`src/core/isar_pkg.sv`:
```
// Shared constants and types for the two-wire slave address receiver.
package isar_pkg;

  // Mode field width and encodings
  localparam int unsigned MODE_W = 4;
  localparam logic [3:0] MODE_SLV7 = 4'h6;   // Slave, 7-bit address
  localparam logic [3:0] MODE_SLV10 = 4'h7;  // Slave, 10-bit address
  localparam logic [3:0] MODE_MSTR = 4'h8;   // Master, divided clock

  // Byte framing
  localparam int unsigned BYTE_W = 8;
  localparam logic [3:0] BYTE_BITS = 4'h8;   // Bits per byte before the ack slot
  localparam logic [4:0] TEN_BIT_HDR = 5'h1E; // Leading pattern of a 10-bit header byte

  // Field positions inside a received address byte
  localparam int unsigned ADDR_HI_BIT = 7;   // Top of compared address bits
  localparam int unsigned ADDR_LO_BIT = 1;   // Bottom of compared address bits
  localparam int unsigned DIR_BIT = 0;       // Direction bit, 1 means read
  localparam int unsigned HDR_LO_BIT = 3;    // Bottom of header pattern field

  // Reset values
  localparam logic [7:0] OWN_ADDR_RST = 8'h00;
  localparam logic [7:0] RX_BUF_RST = 8'h00;

  // Master clock divider: period is this factor times (address + 1)
  localparam int unsigned MASTER_DIV_MUL = 4;
  localparam int unsigned DIV_W = 10;

  // Receive state machine, Gray coded along idle, receive, ack, hold
  typedef enum logic [2:0] {
    ST_IDLE = 3'h0,
    ST_RECV = 3'h1,
    ST_ACK  = 3'h3,
    ST_HOLD = 3'h2,
    ST_SKIP = 3'h6
  } isar_state_t;

  // Which byte of the frame is being shifted in
  typedef enum logic [1:0] {
    KIND_ADDR1 = 2'h0,
    KIND_ADDR2 = 2'h1,
    KIND_DATA  = 2'h3
  } isar_kind_t;

endpackage

```
`src/core/isar_top.sv`:
```
// Two-wire slave address match and receive path with double buffer.
`timescale 1ns/1ns
module isar_top (
  // Clock and reset
  input  wire logic                        sys_clk,
  input  wire logic                        sys_rst,
  // Control
  input  wire logic [isar_pkg::MODE_W-1:0] mode_sel,
  input  wire logic                        port_enable_bit,
  input  wire logic                        ovr_clr_stb,
  input  wire logic                        evt_clr_stb,
  // Own address write and receive buffer read
  input  wire logic                        addr_wr_stb,
  input  wire logic [isar_pkg::BYTE_W-1:0] addr_wr_data,
  input  wire logic                        buf_rd_stb,
  output logic [isar_pkg::BYTE_W-1:0]      own_address,
  output logic [isar_pkg::BYTE_W-1:0]      receive_buffer,
  // Status
  output logic                             buffer_full_flag,
  output logic                             receive_overrun_flag,
  output logic                             serial_event_flag,
  output logic                             update_address_flag,
  output logic                             read_write_bit,
  output logic                             data_address_bit,
  output logic                             start_seen_bit,
  output logic                             stop_seen_bit,
  // Bus lines, open drain
  input  wire logic                        scl_in,
  output logic                             scl_out,
  output logic                             scl_oe_n,
  input  wire logic                        sda_in,
  output logic                             sda_out,
  output logic                             sda_oe_n,
  // Master clock output
  output logic                             master_scl
);
  import isar_pkg::*;

  isar_state_t         state_reg, state_next;     // Receive machine
  isar_kind_t          kind_reg, kind_next;       // Byte being received
  logic [3:0]          bit_cnt_reg, bit_cnt_next; // Bits shifted so far
  logic [BYTE_W-1:0]   shift_register_reg;        // Incoming bits
  logic [BYTE_W-1:0]   receive_buffer_reg;        // Held byte for software
  logic [BYTE_W-1:0]   own_address_reg;           // Slave address or divider
  logic                ten_done_reg;              // Full 10-bit match made
  logic                ev_pend_reg;               // Event due at ninth fall
  logic                stretch_reg;               // Hold clock after ack
  logic                sda_oe_n_reg, sda_oe_n_next;
  logic                scl_oe_n_reg, scl_oe_n_next;
  logic                rw_reg, da_reg, start_reg, stop_reg;
  logic [DIV_W-1:0]    div_cnt_reg;               // Master half period count
  logic                master_scl_reg;

  // Line edges
  logic scl_q, scl_rise, scl_fall, sda_rise, sda_fall;

  isar_edge u_scl_edge (
    .sys_clk (sys_clk),
    .sys_rst (sys_rst),
    .sig_in  (scl_in),
    .sig_q   (scl_q),
    .rise    (scl_rise),
    .fall    (scl_fall)
  );

  isar_edge u_sda_edge (
    .sys_clk (sys_clk),
    .sys_rst (sys_rst),
    .sig_in  (sda_in),
    .sig_q   (),
    .rise    (sda_rise),
    .fall    (sda_fall)
  );

  // Mode decode
  wire slave_mode = (mode_sel == MODE_SLV7) || (mode_sel == MODE_SLV10);
  wire slave_on = port_enable_bit && slave_mode;
  wire ten_mode = (mode_sel == MODE_SLV10);
  wire master_on = port_enable_bit && (mode_sel == MODE_MSTR);

  // Start and stop: data moves while clock stays high
  wire start_det = slave_on && sda_fall && scl_q && scl_in;
  wire stop_det  = slave_on && sda_rise && scl_q && scl_in;

  // Eighth falling clock edge ends a byte
  wire byte_done = (state_reg == ST_RECV) && scl_fall && (bit_cnt_reg == BYTE_BITS)
                   && !start_det && !stop_det;
  wire ninth_fall = (state_reg == ST_ACK) && scl_fall && !start_det && !stop_det;

  // Address comparisons
  wire hi_match = (shift_register_reg[ADDR_HI_BIT:ADDR_LO_BIT]
                   == own_address_reg[ADDR_HI_BIT:ADDR_LO_BIT]);
  wire hdr_ok   = (shift_register_reg[ADDR_HI_BIT:HDR_LO_BIT] == TEN_BIT_HDR);
  wire lo_match = (shift_register_reg == own_address_reg);
  wire dir_rd   = shift_register_reg[DIR_BIT];

  // A fresh header must carry write; after a repeated start a read is fine
  wire addr1_ok = ten_mode ? (hdr_ok && hi_match && (ten_done_reg || !dir_rd))
                           : hi_match;
  wire addr_match = (kind_reg == KIND_DATA) ? 1'b1 :
                    (kind_reg == KIND_ADDR2) ? lo_match : addr1_ok;
  wire need_upd = ten_mode && ((kind_reg == KIND_ADDR2) ||
                 (kind_reg == KIND_ADDR1 && !ten_done_reg));

  // Received byte actions by full and overrun state
  wire take_byte = byte_done && addr_match;
  wire load_now  = take_byte && !buffer_full_flag;
  wire ack_now   = take_byte && !buffer_full_flag && !receive_overrun_flag;
  wire ovr_set   = take_byte && buffer_full_flag;
  wire ev_set    = ninth_fall && ev_pend_reg;
  wire upd_set   = take_byte && need_upd;
  wire upd_clr   = addr_wr_stb;

  // Sticky flags
  isar_flag u_full_flag (
    .sys_clk (sys_clk),
    .sys_rst (sys_rst),
    .set     (load_now),
    .clr     (buf_rd_stb),
    .flag_q  (buffer_full_flag)
  );

  isar_flag u_ov_flag (
    .sys_clk (sys_clk),
    .sys_rst (sys_rst),
    .set     (ovr_set),
    .clr     (ovr_clr_stb),
    .flag_q  (receive_overrun_flag)
  );

  isar_flag u_ev_flag (
    .sys_clk (sys_clk),
    .sys_rst (sys_rst),
    .set     (ev_set),
    .clr     (evt_clr_stb),
    .flag_q  (serial_event_flag)
  );

  isar_flag u_upd_flag (
    .sys_clk (sys_clk),
    .sys_rst (sys_rst),
    .set     (upd_set),
    .clr     (upd_clr),
    .flag_q  (update_address_flag)
  );

  // Next byte kind after an accepted byte
  wire isar_kind_t kind_after = (kind_reg == KIND_ADDR1 && ten_mode && !ten_done_reg) ?
                                KIND_ADDR2 : KIND_DATA;

  // Machine next state; stop and start override any byte in flight
  always_comb begin
    state_next = state_reg;
    if (!slave_on) begin
      state_next = ST_IDLE;
    end else if (stop_det) begin
      state_next = ST_IDLE;
    end else if (start_det) begin
      state_next = ST_RECV;
    end else begin
      unique case (state_reg)
        ST_IDLE: state_next = ST_IDLE;
        ST_RECV: begin
          if (byte_done) begin
            state_next = take_byte ? ST_ACK : ST_SKIP;
          end
        end
        ST_ACK: begin
          if (ninth_fall) begin
            // Read transfers are served by the transmit path, so step aside
            state_next = stretch_reg ? ST_HOLD : (rw_reg ? ST_SKIP : ST_RECV);
          end
        end
        ST_HOLD: begin
          if (addr_wr_stb) begin
            state_next = ST_RECV;
          end
        end
        ST_SKIP: state_next = ST_SKIP;
        default: state_next = ST_IDLE;
      endcase
    end
  end

  // Bit counter restarts at each start and outside the receive state
  assign bit_cnt_next = (start_det || state_reg != ST_RECV) ? 4'h0 :
                        (scl_rise && bit_cnt_reg != BYTE_BITS) ? bit_cnt_reg + 4'h1 :
                        bit_cnt_reg;
  assign kind_next = start_det ? KIND_ADDR1 : (take_byte ? kind_after : kind_reg);

  // Data line: only the ack slot pulls low in this path
  assign sda_oe_n_next = (!slave_on || start_det || stop_det) ? 1'b1 :
                         ack_now ? 1'b0 :
                         (ninth_fall ? 1'b1 : sda_oe_n_reg);
  // Clock line held low from the ninth fall of a 10-bit address byte until the address is rewritten
  assign scl_oe_n_next = (!slave_on || stop_det) ? 1'b1 :
                         (ninth_fall && stretch_reg) ? 1'b0 :
                         (state_reg == ST_HOLD && addr_wr_stb) ? 1'b1 :
                         scl_oe_n_reg;

  // Machine registers
  always_ff @(posedge sys_clk) begin
    if (sys_rst) begin
      state_reg    <= ST_IDLE;
      kind_reg     <= KIND_ADDR1;
      bit_cnt_reg  <= 4'h0;
      sda_oe_n_reg <= 1'b1;
      scl_oe_n_reg <= 1'b1;
    end else begin
      state_reg    <= state_next;
      kind_reg     <= kind_next;
      bit_cnt_reg  <= bit_cnt_next;
      sda_oe_n_reg <= sda_oe_n_next;
      scl_oe_n_reg <= scl_oe_n_next;
    end
  end

  // Shifter samples data on each rising clock, even while buffer is full
  always_ff @(posedge sys_clk) begin
    if (sys_rst) begin
      shift_register_reg <= RX_BUF_RST;
    end else if (state_reg == ST_RECV && scl_rise) begin
      shift_register_reg <= {shift_register_reg[BYTE_W-2:0], sda_in};
    end
  end

  // Buffer load; a full buffer is left alone and the byte is dropped
  always_ff @(posedge sys_clk) begin
    if (sys_rst) begin
      receive_buffer_reg <= RX_BUF_RST;
    end else if (load_now) begin
      receive_buffer_reg <= shift_register_reg;
    end
  end

  // Own address register, written by software
  always_ff @(posedge sys_clk) begin
    if (sys_rst) begin
      own_address_reg <= OWN_ADDR_RST;
    end else if (addr_wr_stb) begin
      own_address_reg <= addr_wr_data;
    end
  end

  // Per-byte bookkeeping for the ack slot
  always_ff @(posedge sys_clk) begin
    if (sys_rst) begin
      ev_pend_reg <= 1'b0;
      stretch_reg <= 1'b0;
    end else if (take_byte) begin
      ev_pend_reg <= 1'b1;
      stretch_reg <= need_upd;
    end else if (ninth_fall || state_reg == ST_IDLE) begin
      ev_pend_reg <= 1'b0;
      stretch_reg <= 1'b0;
    end
  end

  // Ten-bit match memory lasts until stop so a repeated start needs only the header
  always_ff @(posedge sys_clk) begin
    if (sys_rst) begin
      ten_done_reg <= 1'b0;
    end else if (!slave_on || stop_det) begin
      ten_done_reg <= 1'b0;
    end else if (take_byte && kind_reg == KIND_ADDR2) begin
      ten_done_reg <= 1'b1;
    end
  end

  // Direction and byte kind of the last accepted byte
  always_ff @(posedge sys_clk) begin
    if (sys_rst) begin
      rw_reg <= 1'b0;
      da_reg <= 1'b0;
    end else if (take_byte) begin
      rw_reg <= (kind_reg == KIND_ADDR1) ? dir_rd : rw_reg;
      da_reg <= (kind_reg == KIND_DATA);
    end
  end

  // Start and stop indication, cleared while the port is off
  always_ff @(posedge sys_clk) begin
    if (sys_rst || !port_enable_bit) begin
      start_reg <= 1'b0;
      stop_reg  <= 1'b0;
    end else if (start_det) begin
      start_reg <= 1'b1;
      stop_reg  <= 1'b0;
    end else if (stop_det) begin
      start_reg <= 1'b0;
      stop_reg  <= 1'b1;
    end
  end

  // Master clock: toggles every 2(addr+1) cycles, period 4(addr+1)
  wire [DIV_W-1:0] half_period = DIV_W'((MASTER_DIV_MUL / 2) * (int'(own_address_reg) + 1));
  always_ff @(posedge sys_clk) begin
    if (sys_rst || !master_on) begin
      div_cnt_reg    <= '0;
      master_scl_reg <= 1'b1;
    // At or above the end point, so a smaller new address cannot run the count around
    end else if (div_cnt_reg >= half_period - DIV_W'(1)) begin
      div_cnt_reg    <= '0;
      master_scl_reg <= ~master_scl_reg;
    end else begin
      div_cnt_reg <= div_cnt_reg + DIV_W'(1);
    end
  end

  // Outputs
  assign own_address      = own_address_reg;
  assign receive_buffer   = receive_buffer_reg;
  assign read_write_bit   = rw_reg;
  assign data_address_bit = da_reg;
  assign start_seen_bit   = start_reg;
  assign stop_seen_bit    = stop_reg;
  assign scl_out          = 1'b0;
  assign sda_out          = 1'b0;
  assign scl_oe_n         = scl_oe_n_reg;
  assign sda_oe_n         = sda_oe_n_reg;
  assign master_scl       = master_scl_reg;
endmodule

```
`src/core/isar_edge.sv`:
```
// Edge finder for a bus line sampled on the system clock.
`timescale 1ns/1ns
module isar_edge (
  // Clock and reset
  input  wire logic sys_clk,
  input  wire logic sys_rst,
  // Line in
  input  wire logic sig_in,
  // Delayed level and edges
  output logic      sig_q,
  output logic      rise,
  output logic      fall
);
  import isar_pkg::*;

  logic prev_reg;  // Level seen on the previous edge

  // Lines idle high, so the history starts high to avoid a false rise
  always_ff @(posedge sys_clk) begin
    if (sys_rst) begin
      prev_reg <= 1'b1;
    end else begin
      prev_reg <= sig_in;
    end
  end

  assign sig_q = prev_reg;
  assign rise  = sig_in & ~prev_reg;
  assign fall  = ~sig_in & prev_reg;

endmodule

```
`src/core/isar_flag.sv`:
```
// Sticky status flag where a set beats a clear in the same cycle.
`timescale 1ns/1ns
module isar_flag (
  // Clock and reset
  input  wire logic sys_clk,
  input  wire logic sys_rst,
  // Set and clear strobes
  input  wire logic set,
  input  wire logic clr,
  // Flag state
  output logic      flag_q
);
  import isar_pkg::*;

  logic flag_reg;   // Stored flag
  logic flag_next;  // Next flag value

  // Set has priority so an event in the clearing cycle is kept
  assign flag_next = set ? 1'b1 : (clr ? 1'b0 : flag_reg);

  always_ff @(posedge sys_clk) begin
    if (sys_rst) begin
      flag_reg <= 1'b0;
    end else begin
      flag_reg <= flag_next;
    end
  end

  assign flag_q = flag_reg;

endmodule

```
`config.mk`:
```
export PLATFORM = sky130hd
export DESIGN_NAME = isar_top
export DESIGN_NICKNAME = d
export VERILOG_FILES = /design/src/core/isar_pkg.sv /design/src/core/isar_top.sv /design/src/core/isar_edge.sv /design/src/core/isar_flag.sv
export SDC_FILE = /design/constraint.sdc
export NUM_CORES = 1
export LEC_CHECK = 0
export ABC_AREA = 1
export BUFFER_PORTS_ARGS = -buffer_cell sky130_fd_sc_hd__buf_2
export CORE_UTILIZATION = 50
export DETAILED_ROUTE_END_ITERATION = 12
export PLACE_DENSITY = 0.73
export SLEW_MARGIN = 20
export SYNTH_ARGS = -nofsm -noshare
export SYNTH_HDL_FRONTEND = slang
export SYNTH_SLANG_ARGS = --single-unit
```
`constraint.sdc`:
```
create_clock -name sys_clk -period 3.2 [get_ports sys_clk]
set_input_delay 0.64 -clock sys_clk [delete_from_list [all_inputs] [get_ports sys_clk]]
set_output_delay 0.64 -clock sys_clk [all_outputs]
set_load 0.01 [all_outputs]
```
---- Word-level counts from Yosys, hierarchy flattened ----
Cells that the tools add are included.
operators by class
  div/mod/pow operators ................... 0
  equality and inequality tests ........... 21
  reductions and logical operators ........ 72
  order comparisons ....................... 1
  bitwise gates (word level) .............. 10
  shift-type cells ........................ 0
  $add $sub $neg .......................... 4
  multiplexer cells ....................... 29
  $mul .................................... 0
operator list
  cell                   number
  $logic_and 1x1->1      32
  $mux 1                 21
  $mux 3                 6
  $reduce_bool 2->1      8
  $pmux 3 s4             1
  $reduce_or 2->1        6
  $add 10x1->10 const B  1
  $ge 10x10->1           1
  $logic_or 1x1->1       10
  $sub 10x1->10 const B  1
  $add 8x1->9 const B    1
  $logic_not 1->1        9
  $ne 3x3->1 const B     3
  $eq 4x3->1 const B     2
  $eq 4x4->1 const B     2
  $eq 8x8->1             1
  $eq 7x7->1             1
  $eq 3x2->1 const B     2
  $ne 2x2->1 const B     3
  $not 1->1              6
  $reduce_and 3->1       2
  $eq 5x5->1 const B     1
  $add 4x1->4 const B    1
  $and 1x1->1            4
  12 further kinds       12
word-level totals
  memories ................................ 0
  memory bits (writable) .................. 0
  register bits ........................... 59
  logic and storage cells ................. 161
  bits in read-only memories .............. 0
  latch bits .............................. 0

---- Logic depth before layout (Yosys ltp) ----
  depth after elaboration ................. 14
  mapped depth ............................ 16
  gate-level depth less buffers ........... 16

---- Cells and area by module ----
A second synthesis with hierarchy kept.
second synthesis, totals
  cells, all modules ...................... 461
  area, all modules ....................... 3196.8 µm²
by module, submodules not included
  module     times used  cells each  area an instance (µm²)
  isar_top   1           427         2951.6
  isar_flag  4           5           40.0
  isar_edge  2           7           42.5

---- Worst setup path before layout ----
OpenSTA, ideal clock, no wires.
  kind .................................... register to register
  start ................................... register own_address_reg[1] (netlist: own_address[1])
  end ..................................... register div_cnt_reg[7]
  stages on the path, launching flop included .. 16
  arrival ................................. 2493 ps
  path slack .............................. 633 ps
  setup time .............................. 74 ps
  cells stage by stage .................... dfxtp_1 ha_1 nand2_2 nor2_4 nand3_1 xor2_1 nand2_1 nor2_1 nand2_1 nand2_1 nand2_1 ha_1 a21oi_1 o21a_1 nand4_2 a21oi_1
on the way
  word-level cells in the longest chain between the ends .. 4
RTL lines
  element                    line             source
  from (decl)                isar_top.sv:44   logic [BYTE_W-1:0] own_address_reg;
  from (signal assigned)     isar_top.sv:241  own_address_reg <= addr_wr_data;
  $add 8x1->9                isar_top.sv:296  wire [DIV_W-1:0] half_period = DIV_W'((MASTER_DIV_MUL / 2) * (int'(own_address_reg) + 1));
  $sub 10x1->10              isar_top.sv:302  end else if (div_cnt_reg >= half_period - DIV_W'(1)) begin
  $ge 10x10->1               isar_top.sv:302
  $reduce_or 2->1 (no line)  -
  to (signal assigned)       isar_top.sv:306  div_cnt_reg <= div_cnt_reg + DIV_W'(1);
  to (decl)                  isar_top.sv:51   logic [DIV_W-1:0] div_cnt_reg;
Every way passes these cells.
A chain may end at the register's enable or synchronous reset.

---- Worst setup path after layout ----
  start ................................... register own_address_reg[1] (netlist: own_address[1])
  end ..................................... register div_cnt_reg[9]
The elaborated chain is that of the path after synthesis.

==> results.md <==
- The number of antenna violations at the first check in global routing was 0.
- In the final routed layout, each cell accounts on average for roughly 12 um.
- The per-cell via count in the routed design is between 5 and 6.
- The number of flip-flops under the largest register name is 10.
- The required time of the worst setup path is roughly 3.5 ns.
- TritonCTS built the clock tree.
- The synthesized netlist cell count is 458.
- The number of hold buffers added after cts is 0.
- In the routed design, unresolved DRC markers number 0.
- The first detailed-routing pass took 4 iterations.
- Compared with the post-synthesis result, the final layout area differs by 15.9%.
- In this run the power density over the cells is approximately 440 nW/um2.
- The area of the mapped netlist is 3160 um2.
- The via count of the first global-routing pass is between 2,000 and 3,000.
- The initial cell density of the core is ~52%.
- Measured along the x axis, the die boundary spans approximately 80 um.
- The number of rows created at floorplan is 28.
- The number of hold violations in the final report is 0.
- The number of clock buffers added by TritonCTS is 9.
- The maximum clock frequency is between 300 and 400 MHz.
- The worst-path maximum fanout is 10.
- The worst-case vdd ir drop is approximately 0.00026 V.
- In this run the remaining antenna-violating nets after routing total 0.
- The netlist uses 40 different library cells.
- Yosys attributes the largest share of cell area to sky130_fd_sc_hd__dfxtp_1, sky130_fd_sc_hd__nand2_1, sky130_fd_sc_hd__nor2_1, sky130_fd_sc_hd__inv_1, sky130_fd_sc_hd__a21oi_1.
- The path class of the tightest hold or removal check is register to register.
- Among all flip-flop cells after synthesis, the most frequent one is sky130_fd_sc_hd__dfxtp_1.
- The count of warnings emitted by yosys is 0.
- The clock net sink count is 59.
- The flow ran to the end, and the final reports show no timing, DRC or antenna violations.
- The I/O pin count is 50.
- The cell seen most often among critical-path stages is sky130_fd_sc_hd__nand2_1.
- The worst setup path is launched from a register.
- The kind of critical path is register to register.
- The root buffer cell chosen for the clock tree is sky130_fd_sc_hd__clkbuf_8.
- The total die area is 6650 um2.
- The number of buffers and inverters on the critical path is 0.
- The total global routing overflow is 0.
- At the end of the flow, the number of nets in the layout was between 500 and 600.
- The synthesized design contains 0 enable-type register cells.
- sky130_fd_sc_hd__dfxtp_1 takes more of the synthesized area than any other cell.
- The post-route netlist has 17.5% of its cells at a drive strength greater than 1.
- At the end of routability-driven placement, the weighted congestion stood at 0.871.
- In this run the biggest area consumer among cell types represents around 37% of the synthesized area.
- The worst path uses approximately 90% of the clock period.
- For this block, the initial DRC count from the detailed router was around 160.
- The post-layout utilization of the core is around three fifths.
- Max-cap violations in this run came to 0.
- The post-CTS clock slew at the launch and capture registers of the worst setup and hold paths is approximately 0.07 ns.
- The source-to-sink clock delay at the later pin of the worst-skew pair is ~0.35 ns.
- The shortest clock period the worst path allows after layout is approximately 2.9 ns.
- The HPWL after detailed placement is 5.39 mm.
- The slowest stage of the critical path is the sky130_fd_sc_hd__dfxtp_1 cell.
- In this run the static leakage power is ~1.7 nW.
- In the final timing run, aggregate negative setup slack is 0 ns.
- The share of flip-flops with an asynchronous set or reset after synthesis is 0%.
- Of the synthesized area, sequential elements account for 37.3%.
- For the final database, setup skew stands at ~0.0052 ns.
- For this run, the slowest stage of the critical path takes about 0.40 ns.
- For this block, the routed nets add up to ~7.0 mm of wire.
- The critical path goes through ha_1 -> nand2_2 -> nor2_4 -> nand3_1 -> xor2_1 -> nand2_1 -> nor2_1 -> nand2_1 -> nand2_1 -> nand2_1 -> ha_1 -> a21oi_1 -> o21a_1 -> nand4_2 -> a21oi_1.
- The combined global-route utilization of all metal layers is 23.2%.
- Measured against its own limit, the worst slew margin works out to between 50% and 60%.
- Counting flops and latches in the post-synthesis netlist gives ~60.
- The number of antenna diodes in the final layout is 0.
- The number of pins with negative max-slew slack in the final report is 0.
- In this run the standard cell core region covers approximately 6000 um2.
- The maximum root-to-sink buffer count is 2.
- Setup repair after global routing left no endpoint under its margin.
- Post-CTS repair changed the size of 0 cells.
- Among cell families on the critical path, the largest total delay comes from simple AND/OR/NAND/NOR gates.
- At the worst endpoint, the arrival time is roughly 3.1 ns.
- Buffers added to address setup during post-CTS repair amount to 0.
- The H-tree level count is 3.
- For the pin with the worst max-slew slack, the measured transition is between 0.6 and 0.7 ns.
- The first global-routing pass estimated ~12 mm of wire.
- The die height is ~82 um.
- Entering global routing, the biggest net connects 29 pins.
- The capturing element type of the critical path is a register.
- The post-synthesis area per instance is about 6.9 um2.
- Setup violations remaining at the end of the flow were counted as 0.
- In this run the tool buffered the top-level ports with 47 buffer cells.
- For this block, the via count after detailed routing is 2,975.
[cells in the final DEF (no fill, tap or decap), drive strengths merged]
cell | synthesis | routed
a211oi | 1 | 1
a21boi | 1 | 1
a21oi | 36 | 36
a31o | 1 | 1
a31oi | 1 | 1
and2 | 1 | 1
buf | 5 | 48
bufinv | 0 | 1
clkbuf | 4 | 12
clkinv | 1 | 3
clkinvlp | 0 | 1
conb | 1 | 2
dfxtp | 59 | 59
ha | 13 | 13
inv | 62 | 62
nand2 | 117 | 117
nand3 | 29 | 29
nand3b | 2 | 2
nand4 | 3 | 3
nor2 | 65 | 65
nor2b | 1 | 1
nor3 | 9 | 9
nor3b | 1 | 1
nor4 | 1 | 1
o21a | 1 | 1
o21ai | 21 | 21
o21bai | 1 | 1
o221ai | 1 | 1
or2 | 3 | 3
xnor2 | 4 | 4
xor2 | 13 | 13
[worst min-delay path: stages, from the launching register on]
cell and delay (ns):
sky130_fd_sc_hd__dfxtp_1 0.31, sky130_fd_sc_hd__nand2_1 0.06, sky130_fd_sc_hd__a21oi_1 0.05
[synth_stat cells (3+ instances only)]
cell type and n:
sky130_fd_sc_hd__nor3_1 8, sky130_fd_sc_hd__xor2_1 12, sky130_fd_sc_hd__o21ai_0 21, sky130_fd_sc_hd__xnor2_1 4, sky130_fd_sc_hd__or2_2 3, sky130_fd_sc_hd__ha_1 13
sky130_fd_sc_hd__nand2_2 5, sky130_fd_sc_hd__clkbuf_1 4, sky130_fd_sc_hd__a21oi_1 35, sky130_fd_sc_hd__dfxtp_1 59, sky130_fd_sc_hd__inv_2 5, sky130_fd_sc_hd__nor2_1 61
sky130_fd_sc_hd__nand2_1 112, sky130_fd_sc_hd__inv_1 57, sky130_fd_sc_hd__nand3_1 28, sky130_fd_sc_hd__nor2_4 3
[per-layer routing]
layer | vias to the layer above | part of all wire (%) | GRT usage, %
met2 | 76 | 45 | 37.5
met1 | 1335 | 47 | 28.9
met4 | 0 | 2.6 | 13.2
met5 | - | 0 | 0
li1 | 1550 | - | -
met3 | 14 | 4.9 | 4.22
[path summary, 6_finish.rpt]
kind	start	endpoint	slack [ns]	cells after the start
worst max-delay path	own_address[1]	div_cnt_reg[9]	0.33	15
worst min-delay path	data_address_bit	data_address_bit	0.46	2
worst max register to register	own_address[1]	div_cnt_reg[9]	0.33	15
worst min register to register	data_address_bit	data_address_bit	0.46	2
[per-stage QoR]
stage | instances | hold slack, ns | total power (W) | instance area, um2 | worst slack, ns
2_1_floorplan | 459 | 0.430 | 0.000852 | 3170 | 0.633
3_3_place_gp | 573 | 0.449 | 0.000890 | 3450 | 0.485
3_5_place_dp | 573 | 0.453 | 0.000892 | 3450 | 0.395
4_1_cts | 589 | 0.463 | 0.00162 | 3660 | 0.372
5_1_grt | 589 | 0.477 | 0.00166 | 3660 | 0.0258
6_report | 589 | 0.462 | 0.00160 | 3660 | 0.332
[final cells by class]
type                    count  area [um2]
multi-input cells         328        1700
clock buffers              12         165
clock inverters             4        47.5
flip-flops and latches     59        1180
inverters                  63         236
fillers                   602        2360
well taps                  75        93.8
repair buffers             48         243
[where the power goes]
part / switching [W] / internal, W / total, W / leakage (nW)
Clock: 0.000306 / 0.000420 / 0.000726 / 0.108
Sequential: 0.0000118 / 0.000743 / 0.000755 / 0.478
Combinational: 0.0000772 / 0.0000440 / 0.000121 / 1.12
Total: 0.000395 / 0.00121 / 0.00160 / 1.71
[kinds of logic after synthesis]
group           Yosys count  share of synthesized area, %
compound gates           64                          11.0
xor+xnor                 17                          4.94
fa+ha+maj                13                          5.14
buf+inv                  72                          9.10
flops                    59                          37.3
other cells               1                         0.119
simple gates            232                          32.4
Note: power is estimated with default switching activity, not from simulation.
